### config.mk
export PLATFORM = sky130hd
export DESIGN_NAME = ssmc_top
export DESIGN_NICKNAME = d
export VERILOG_FILES = /design/src/ssmc_clkdiv.v /design/src/ssmc_sync.v /design/src/ssmc_top.v
export VERILOG_INCLUDE_DIRS = /design/src /design/src/src
export SDC_FILE = /design/constraint.sdc
export NUM_CORES = 1
export LEC_CHECK = 0
export ABC_AREA = 0
export BUFFER_PORTS_ARGS = -buffer_cell sky130_fd_sc_hd__buf_2
export CELL_PAD_IN_SITES_DETAIL_PLACEMENT = 0
export CELL_PAD_IN_SITES_GLOBAL_PLACEMENT = 1
export CORE_MARGIN = 2
export CORE_UTILIZATION = 37
export DETAILED_ROUTE_END_ITERATION = 8
export PLACE_DENSITY_LB_ADDON = 0.1
export RECOVER_POWER = 50
export SLEW_MARGIN = 20
export SYNTH_ARGS = -nofsm -noshare
export SYNTH_HDL_FRONTEND = slang
export SYNTH_HIERARCHICAL = 1
export SYNTH_SLANG_ARGS = --single-unit
### constraint.sdc
create_clock -name pclk -period 2.45 [get_ports pclk]
set_input_delay 0.1225 -clock pclk [delete_from_list [all_inputs] [get_ports pclk]]
set_output_delay 0.1225 -clock pclk [all_outputs]
set_load 0.005 [all_outputs]
### src/ssmc_defines.vh
// ssmc_defines.vh - offsets, field positions, reset values and mode codes
// assumes an 8-bit register window on apb with one word per register
`ifndef SSMC_DEFINES_VH
`define SSMC_DEFINES_VH

// register byte offsets
`define SSMC_OFS_CTRL1 8'h00
`define SSMC_OFS_RELOAD 8'h04
`define SSMC_OFS_IRQ_STAT 8'h08
`define SSMC_OFS_IRQ_MASK 8'h0c
`define SSMC_OFS_PIN_STAT 8'h10

// control register one fields
`define SSMC_CTRL1_WRITE_COLLISION_FLAG 7
`define SSMC_CTRL1_OVF 6
`define SSMC_CTRL1_EN 5
`define SSMC_CTRL1_CKP 4
`define SSMC_CTRL1_MODE_HI 3
`define SSMC_CTRL1_MODE_LO 0

// reset values
`define SSMC_RST_CTRL1 8'h00
`define SSMC_RST_RELOAD 8'h00
`define SSMC_RST_IRQ 3'h0

// interrupt status bits
`define SSMC_IRQ_START 0
`define SSMC_IRQ_STOP 1
`define SSMC_IRQ_BADMODE 2

// mode codes
`define SSMC_M_SPI_M4 4'h0
`define SSMC_M_SPI_M16 4'h1
`define SSMC_M_SPI_M64 4'h2
`define SSMC_M_SPI_MTMR 4'h3
`define SSMC_M_SPI_S_SS 4'h4
`define SSMC_M_SPI_S_NOSS 4'h5
`define SSMC_M_I2C_S7 4'h6
`define SSMC_M_I2C_S10 4'h7
`define SSMC_M_I2C_M 4'h8
`define SSMC_M_RSV9 4'h9
`define SSMC_M_RSVA 4'ha
`define SSMC_M_I2C_FW 4'hb
`define SSMC_M_RSVC 4'hc
`define SSMC_M_RSVD 4'hd
`define SSMC_M_I2C_S7I 4'he
`define SSMC_M_I2C_S10I 4'hf

// half periods of the serial clock, in pclk cycles (fosc/4, /16, /64)
`define SSMC_HALF_DIV4 16'h0002
`define SSMC_HALF_DIV16 16'h0008
`define SSMC_HALF_DIV64 16'h0020

`endif

### src/ssmc_clkdiv.v
// ssmc_clkdiv.v - serial clock phase generator
// assumes half_period is at least 1 and held steady while run is high
`timescale 1ns/100ps
`default_nettype none

module ssmc_clkdiv (
   // clock and reset
   input wire pclk,
   input wire presetn,
   // control
   input wire run,
   input wire use_ext,
   input wire ext_tick,
   input wire [15:0] half_period,
   // result
   output wire phase_o,
   output wire edge_o
);

   reg [15:0] cnt_q;
   reg phase_q;
   wire half_done;

   // external tick source gives one toggle per tick (rate halved)
   assign half_done = use_ext ? ext_tick : (cnt_q + 16'h0001 >= half_period);

   // phase falls back to idle whenever the clock is not running
   always @(posedge pclk or negedge presetn) begin
      if (!presetn) begin
         cnt_q <= 16'h0000;
         phase_q <= 1'b0;
      end else if (!run) begin
         cnt_q <= 16'h0000;
         phase_q <= 1'b0;
      end else if (half_done) begin
         cnt_q <= 16'h0000;
         phase_q <= ~phase_q;
      end else begin
         cnt_q <= cnt_q + 16'h0001;
      end
   end

   assign phase_o = phase_q;
   assign edge_o = run & half_done;

endmodule

`default_nettype wire

### src/ssmc_sync.v
// ssmc_sync.v - two flip-flop synchroniser for a group of pin levels
// assumes each bit is an independent level from outside the pclk domain
`timescale 1ns/100ps
`default_nettype none

module ssmc_sync #(
   parameter W = 4
) (
   // clock and reset
   input wire pclk,
   input wire presetn,
   // levels
   input wire [W-1:0] async_i,
   output wire [W-1:0] sync_o
);

   reg [W-1:0] meta_q;
   reg [W-1:0] sync_q;

   // first stage feeds only the second stage
   always @(posedge pclk or negedge presetn) begin
      if (!presetn) begin
         meta_q <= {W{1'b0}};
         sync_q <= {W{1'b0}};
      end else begin
         meta_q <= async_i;
         sync_q <= meta_q;
      end
   end

   assign sync_o = sync_q;

endmodule

`default_nettype wire

### src/ssmc_top.v
// ssmc_top.v - mode control of the synchronous serial port, apb slave
// assumes the shift engine and pin mux sit outside and share pclk
// What this block does
// - i2c slave: bit clear stretches clock low, set releases it
// - i2c master: clock polarity bit has no effect
// - low mode codes are spi master; 0010 gives clock at fosc/64
// - spi slave on external clock, with or without slave select
// - i2c slave modes for 7-bit and 10-bit addresses
// - code 1011 is firmware i2c master, address logic idle
// - 1110/1111 i2c slave with start and stop interrupts
// - enable bit takes the port pins, clear returns them to gpio
`timescale 1ns/100ps
`default_nettype none
`include "ssmc_defines.vh"

module ssmc_top (
   // apb
   input wire pclk,
   input wire presetn,
   input wire psel,
   input wire penable,
   input wire pwrite,
   input wire [7:0] paddr,
   input wire [31:0] pwdata,
   output reg [31:0] prdata,
   output wire pready,
   output wire pslverr,
   // from the shift engine and timer, same clock
   input wire xfer_active,
   input wire timer_two_tick,
   // serial pins, levels from outside
   input wire sck_i,
   output reg sck_o,
   output reg sck_oe,
   input wire ss_n_i,
   input wire sda_i,
   input wire scl_i,
   output wire scl_o,
   output reg scl_oe,
   // pin ownership selects
   output reg own_sck,
   output reg own_sdo,
   output reg own_sdi,
   output reg own_ss,
   output reg own_sda,
   output reg own_scl,
   // state towards the shift engine
   output reg slave_selected,
   output reg slave_clk_edge,
   output reg addr_ten_bit,
   output reg addr_match_en,
   // interrupt
   output wire irq
);

   // mode classification, used in several places
   function is_rsv;
      input [3:0] m;
      begin
         is_rsv = (m == `SSMC_M_RSV9) | (m == `SSMC_M_RSVA) |
            (m == `SSMC_M_RSVC) | (m == `SSMC_M_RSVD);
      end
   endfunction

   function is_i2c_slave;
      input [3:0] m;
      begin
         is_i2c_slave = (m == `SSMC_M_I2C_S7) | (m == `SSMC_M_I2C_S10) |
            (m == `SSMC_M_I2C_S7I) | (m == `SSMC_M_I2C_S10I);
      end
   endfunction

   function is_spi_master;
      input [3:0] m;
      begin
         is_spi_master = (m[3:2] == 2'b00);
      end
   endfunction

   function is_spi_slave;
      input [3:0] m;
      begin
         is_spi_slave = (m == `SSMC_M_SPI_S_SS) | (m == `SSMC_M_SPI_S_NOSS);
      end
   endfunction

   reg [7:0] ctrl1_q;
   reg [7:0] reload_q;
   reg [2:0] irq_stat_q;
   reg [2:0] irq_mask_q;
   reg [2:0] irq_stat_d;
   reg scl_prev_q;
   reg sda_prev_q;
   reg sck_prev_q;
   reg [15:0] half_period;
   reg clk_run;
   reg [31:0] rd_mux;
   reg addr_hit;
   wire [3:0] mode;
   wire port_en;
   wire clock_polarity_release;
   wire [3:0] pins_s;
   wire sck_s;
   wire ss_n_s;
   wire sda_s;
   wire scl_s;
   wire div_phase;
   wire wr_en;
   wire rd_setup;
   wire start_det;
   wire stop_det;
   wire i2c_slv;
   wire rsv_wr;

   assign mode = ctrl1_q[`SSMC_CTRL1_MODE_HI:`SSMC_CTRL1_MODE_LO];
   assign port_en = ctrl1_q[`SSMC_CTRL1_EN];
   assign clock_polarity_release = ctrl1_q[`SSMC_CTRL1_CKP];
   assign i2c_slv = port_en & is_i2c_slave(mode);

   // pins cross into pclk before anything looks at them
   ssmc_sync #(
      .W(4)
   ) u_sync (
      .pclk(pclk),
      .presetn(presetn),
      .async_i({sck_i, ss_n_i, sda_i, scl_i}),
      .sync_o(pins_s)
   );

   assign sck_s = pins_s[3];
   assign ss_n_s = pins_s[2];
   assign sda_s = pins_s[1];
   assign scl_s = pins_s[0];

   // apb decode; zero wait states, unmapped offsets answer with an error
   assign pready = 1'b1;
   assign wr_en = psel & penable & pwrite;
   assign rd_setup = psel & ~penable & ~pwrite;
   assign pslverr = psel & penable & ~addr_hit;
   // reserved codes are the caller's fault, so flag them to software
   // reserved code flag
   assign rsv_wr = wr_en & (paddr == `SSMC_OFS_CTRL1) & is_rsv(pwdata[3:0]);

   always @* begin
      addr_hit = 1'b1;
      rd_mux = 32'h0000_0000;
      case (paddr)
         `SSMC_OFS_CTRL1: rd_mux = {24'h00_0000, ctrl1_q};
         `SSMC_OFS_RELOAD: rd_mux = {24'h00_0000, reload_q};
         `SSMC_OFS_IRQ_STAT: rd_mux = {29'h0000_0000, irq_stat_q};
         `SSMC_OFS_IRQ_MASK: rd_mux = {29'h0000_0000, irq_mask_q};
         `SSMC_OFS_PIN_STAT: rd_mux = {24'h00_0000, 2'h0, slave_selected, addr_ten_bit,
            pins_s};
         default: addr_hit = 1'b0;
      endcase
   end

   // read data captured in the setup cycle, stable through the access
   always @(posedge pclk or negedge presetn) begin
      if (!presetn) begin
         prdata <= 32'h0000_0000;
      end else if (rd_setup) begin
         prdata <= rd_mux;
      end
   end

   // software registers
   always @(posedge pclk or negedge presetn) begin
      if (!presetn) begin
         ctrl1_q <= `SSMC_RST_CTRL1;
         reload_q <= `SSMC_RST_RELOAD;
         irq_mask_q <= `SSMC_RST_IRQ;
      end else if (wr_en) begin
         if (paddr == `SSMC_OFS_CTRL1) begin
            ctrl1_q <= pwdata[7:0];
         end
         if (paddr == `SSMC_OFS_RELOAD) begin
            reload_q <= pwdata[7:0];
         end
         if (paddr == `SSMC_OFS_IRQ_MASK) begin
            irq_mask_q <= pwdata[2:0];
         end
      end
   end

   // previous pin levels for edge detection, second stage only
   always @(posedge pclk or negedge presetn) begin
      if (!presetn) begin
         scl_prev_q <= 1'b0;
         sda_prev_q <= 1'b0;
         sck_prev_q <= 1'b0;
      end else begin
         scl_prev_q <= scl_s;
         sda_prev_q <= sda_s;
         sck_prev_q <= sck_s;
      end
   end

   assign start_det = i2c_slv & scl_s & scl_prev_q & sda_prev_q & ~sda_s;
   assign stop_det = i2c_slv & scl_s & scl_prev_q & ~sda_prev_q & sda_s;

   // sticky status, write one to clear; a new event beats the clear
   always @* begin
      irq_stat_d = irq_stat_q;
      if (wr_en && paddr == `SSMC_OFS_IRQ_STAT) begin
         irq_stat_d = irq_stat_q & ~pwdata[2:0];
      end
      if (start_det && mode[3:2] == 2'b11) begin
         irq_stat_d[`SSMC_IRQ_START] = 1'b1;
      end
      if (stop_det && mode[3:2] == 2'b11) begin
         irq_stat_d[`SSMC_IRQ_STOP] = 1'b1;
      end
      if (rsv_wr) begin
         irq_stat_d[`SSMC_IRQ_BADMODE] = 1'b1;
      end
   end

   always @(posedge pclk or negedge presetn) begin
      if (!presetn) begin
         irq_stat_q <= `SSMC_RST_IRQ;
      end else begin
         irq_stat_q <= irq_stat_d;
      end
   end

   assign irq = |(irq_stat_q & irq_mask_q);

   // clock rate selection for the master modes
   always @* begin
      half_period = `SSMC_HALF_DIV4;
      clk_run = 1'b0;
      case (mode)
         `SSMC_M_SPI_M4: half_period = `SSMC_HALF_DIV4;
         `SSMC_M_SPI_M16: half_period = `SSMC_HALF_DIV16;
         `SSMC_M_SPI_M64: half_period = `SSMC_HALF_DIV64;
         `SSMC_M_SPI_MTMR: half_period = `SSMC_HALF_DIV4;
         // fosc / (4 * (reload + 1))
         `SSMC_M_I2C_M: half_period = {7'h00, reload_q, 1'b0} + 16'h0002;
         default: half_period = `SSMC_HALF_DIV4;
      endcase
      // firmware master gets no automatic clock
      if (port_en && xfer_active && (is_spi_master(mode) || mode == `SSMC_M_I2C_M)) begin
         clk_run = 1'b1;
      end
   end

   ssmc_clkdiv u_div (
      .pclk(pclk),
      .presetn(presetn),
      .run(clk_run),
      .use_ext(mode == `SSMC_M_SPI_MTMR),
      .ext_tick(timer_two_tick),
      .half_period(half_period),
      .phase_o(div_phase),
      .edge_o()
   );

   // pin drive, registered so pins never glitch on decode
   always @(posedge pclk or negedge presetn) begin
      if (!presetn) begin
         sck_o <= 1'b0;
         sck_oe <= 1'b0;
         scl_oe <= 1'b0;
      end else begin
         sck_o <= clock_polarity_release ^ div_phase;
         sck_oe <= port_en & is_spi_master(mode);
         if (!port_en) begin
            scl_oe <= 1'b0;
         end else if (is_i2c_slave(mode)) begin
            scl_oe <= ~clock_polarity_release;
         end else if (mode == `SSMC_M_I2C_M) begin
            scl_oe <= div_phase;
         end else begin
            scl_oe <= 1'b0;
         end
      end
   end

   // open drain: only ever pulls low
   assign scl_o = 1'b0;

   // pin ownership and slave state
   always @(posedge pclk or negedge presetn) begin
      if (!presetn) begin
         own_sck <= 1'b0;
         own_sdo <= 1'b0;
         own_sdi <= 1'b0;
         own_ss <= 1'b0;
         own_sda <= 1'b0;
         own_scl <= 1'b0;
         slave_selected <= 1'b0;
         slave_clk_edge <= 1'b0;
         addr_ten_bit <= 1'b0;
         addr_match_en <= 1'b0;
      end else begin
         own_sck <= port_en & (is_spi_master(mode) | is_spi_slave(mode));
         own_sdo <= port_en & (is_spi_master(mode) | is_spi_slave(mode));
         own_sdi <= port_en & (is_spi_master(mode) | is_spi_slave(mode));
         own_ss <= port_en & (mode == `SSMC_M_SPI_S_SS);
         own_sda <= port_en & (mode[3] | (mode[3:1] == 3'b011)) & ~is_rsv(mode);
         own_scl <= port_en & (mode[3] | (mode[3:1] == 3'b011)) & ~is_rsv(mode);
         slave_selected <= port_en & ((mode == `SSMC_M_SPI_S_NOSS) |
            ((mode == `SSMC_M_SPI_S_SS) & ~ss_n_s));
         slave_clk_edge <= port_en & is_spi_slave(mode) & (sck_s ^ sck_prev_q) &
            ((mode == `SSMC_M_SPI_S_NOSS) | ~ss_n_s);
         addr_ten_bit <= i2c_slv & mode[0];
         // address logic idle outside i2c slave modes
         addr_match_en <= i2c_slv;
      end
   end

endmodule

`default_nettype wire

==> results.md <==
* Status: finished, violations left
* Failing checks: capacitance limit, slew limit, setup timing
* Critical Path Max Stage Delay at approximately 0.35 ns
* Share of cells above drive strength 1 at 34.29%
* Grt ovf at 0
* Max-cap violations at 1
* CP max stage cell: dfrtp_1
* Antenna Nets Post-Route at 0
* Diode count at 0
* CP Cell Sequence: and4_4, and3_4, buf_6, nand3_2, xnor2_2, ha_1, nand4_4, nor4_4, nand3_2, a32oi_4, buf_6, nor2b_2
* CTS tree: built
* Period utilization at 113.0%
* CP arrival at ~3.0 ns
* DRC at 0
* CTS sink cnt at about 70
* Post-Syn Area per Cell at around 11 um2
* Crit path max fanout at 5
* Placer Congestion at 0.7911
* Startpoint types: flip-flop
* Pwr Density at 442.7 mW/mm2
* Multi-input gate area at approximately 0.0022 mm2
* Worst min-delay path class: input port to flip-flop
* Setup violations, final at 17
* Nets at roughly 560
* Data required time at the worst endpoint at between 2 and 3 ns
* RSZ-0062 raised after global routing: true
* Die area at ~0.012 mm2
* CTS clk-pin slew, worst paths at 0.08 ns
* FF/Latch Area at 0.001702 mm2
* Placed inst area at 0.004587 mm2
* Hpwl dp at between 6000 and 7000 um
* Final-report hold violation count at 0
* CTS root buf: clkbuf_8
* IO Port Bufs at 49
* DRT Wirelength at about 9000 um
* Io pins at 100
* Final non-filler cell area at approximately 0.0050 mm2
* CP endpoint kind: flip-flop
* Std-Cell Rows at 37
* Peak VDD IR at 0.3737 mV
* Largest net degree at the start of global routing at 69
* Synthesis-to-layout area growth at 26.61%
* Die width at 107.4 um
* Total track usage at about 17%
* Vias at ~3,000
* Wire per inst at about 14 um
* Setup slack after layout at -0.3197 ns
* TritonCTS Buffers at 9
* Initial Util at 38.14%
* Iter 0 DRT Violations at just over 100
* First-pass DRT Iterations at 5
* Via/cell ratio at around 4.8
* Worst-margin pin slew at 1.703 ns
* Achievable frequency at around 0.36 GHz
* YS warnings at 6
* Filler cell count at 1,004
* Global-route wire length before repair at 15,170 um
* Clock skew at around 0.013 ns
* Power Total at roughly 2.2 mW
* Worst-Skew Late Latency at ~0.36 ns
* Number of global-route vias before repair at between 2,000 and 3,000
* Worst Path Class, Setup: flip-flop to flip-flop
* H-Tree Depth at 3
* Setup Total Neg Slack at -4.999 ns
* Fin crit period at ~2.8 ns
* Clock Path Buffers at 2
* Initial antenna violation count at 0
* Synth Instances at 374
* Static leakage at approximately 2.4 nW
* Synthesized area at approximately 0.0040 mm2
* Slew Viols, Final at between 60 and 70
* Rel. slew slack at -13.51%
* Core Box Area at around 0.010 mm2
* Worst slack, placed at -0.3707 ns
* Die height at roughly 110 um
[what timing repair did]
| action | 4_1_cts | 5_1_grt |
|---|---|---|
| resized for setup | 22 | 11 |
| endpoints found under the hold margin | 13 | 0 |
| setup endpoints to repair | 17 | 17 |
| buffers inserted | 5 | 1 |
| hold buffers | 5 | 0 |
| pin swaps | 22 | 16 |
[placed cells by master (no fill, tap or decap), types with 12 or more instances in the layout]
master / instances
buf_4: 44
nor2_1: 15
nand2_1: 18
dfrtp_1: 68
nand3_1: 14
clkbuf_1: 12
buf_2: 41
ha_1: 15
inv_1: 22
conb_1: 33
[critical path: cells and delay by family, from the launching register on]
family | cells | cell delay [ns]
buffers and inverters | 2 | 0.29
xor gates and xnor gates | 1 | 0.16
and+or+nand+nor | 7 | 1.17
DFF | 1 | 0.35
AOI/OAI and AO/OA | 1 | 0.35
adders and majority gates | 1 | 0.34
[metrics by stage]
step	hold WS (ns)	util [%]	cells
after floorplan	-0.1731	-	405
after global placement	0.2304	44.23	600
after detailed placement	0.2331	44.23	600
after CTS	0.003447	48.00	625
after global routing	0.01075	48.29	626
final	0.02030	48.29	626
[layer usage]
layer / share of wire, % / global-route usage [%] / wire length (um)
met2: 45 / 26.67 / 4071
met5: 0 / 0 / 0
met1: 50 / 23.75 / 4497
met4: 1.4 / 5.220 / 122
met3: 3.8 / 3.874 / 342
[layout make-up]
class | instances | area share [%]
Multi-Input combinational cell | 277 | 43.38
Sequential cell | 68 | 33.98
Timing Repair Buffer | 108 | 13.82
Tap cell | 136 | 3.398
Clock buffer | 9 | 2.474
Inverter | 22 | 1.649
Clock inverter | 6 | 1.299
[power by group]
group / switching (mW) / leakage [nW] / internal (mW)
Clock: 0.450 / 0.0955 / 0.466
Combinational: 0.0953 / 1.40 / 0.0594
Sequential: 0.00930 / 0.919 / 1.14
Total: 0.555 / 2.41 / 1.66
[registers in the layout, indices dropped and copies added (netlist names)]
signal          cells
addr_match_en       1
addr_ten_bit        1
ctrl1_q             8
irq_mask_q          3
irq_stat_q          3
own_scl             1
own_sdi             1
own_ss              1
prdata              8
reload_q            8
sck_o               1
sck_oe              1
sck_prev_q          1
scl_oe              1
scl_prev_q          1
sda_prev_q          1
slave_clk_edge      1
slave_selected      1
u_div/cnt_q        16
u_div/phase_o       1
u_sync/meta_q       4
u_sync/sync_o       4
[final timing paths]
path	startpoint	endpoint	slack (ns)	cells after the start
max in group asynchronous	presetn	sck_oe$_DFF_PN0_	0.61	3
min in group asynchronous	presetn	u_sync/meta_q[0]$_DFF_PN0_	0.81	3
max	u_div/cnt_q[4]$_DFF_PN0_	u_div/cnt_q[15]$_DFF_PN0_	-0.32	12
max reg2reg	u_div/cnt_q[4]$_DFF_PN0_	u_div/cnt_q[15]$_DFF_PN0_	-0.32	12
min reg2reg	u_sync/meta_q[0]$_DFF_PN0_	u_sync/sync_o[0]$_DFF_PN0_	0.35	0
min	pwdata[6]	ctrl1_q[6]$_DFFE_PN0P_	0.02	2
Note: power is estimated with default switching activity, not from simulation.
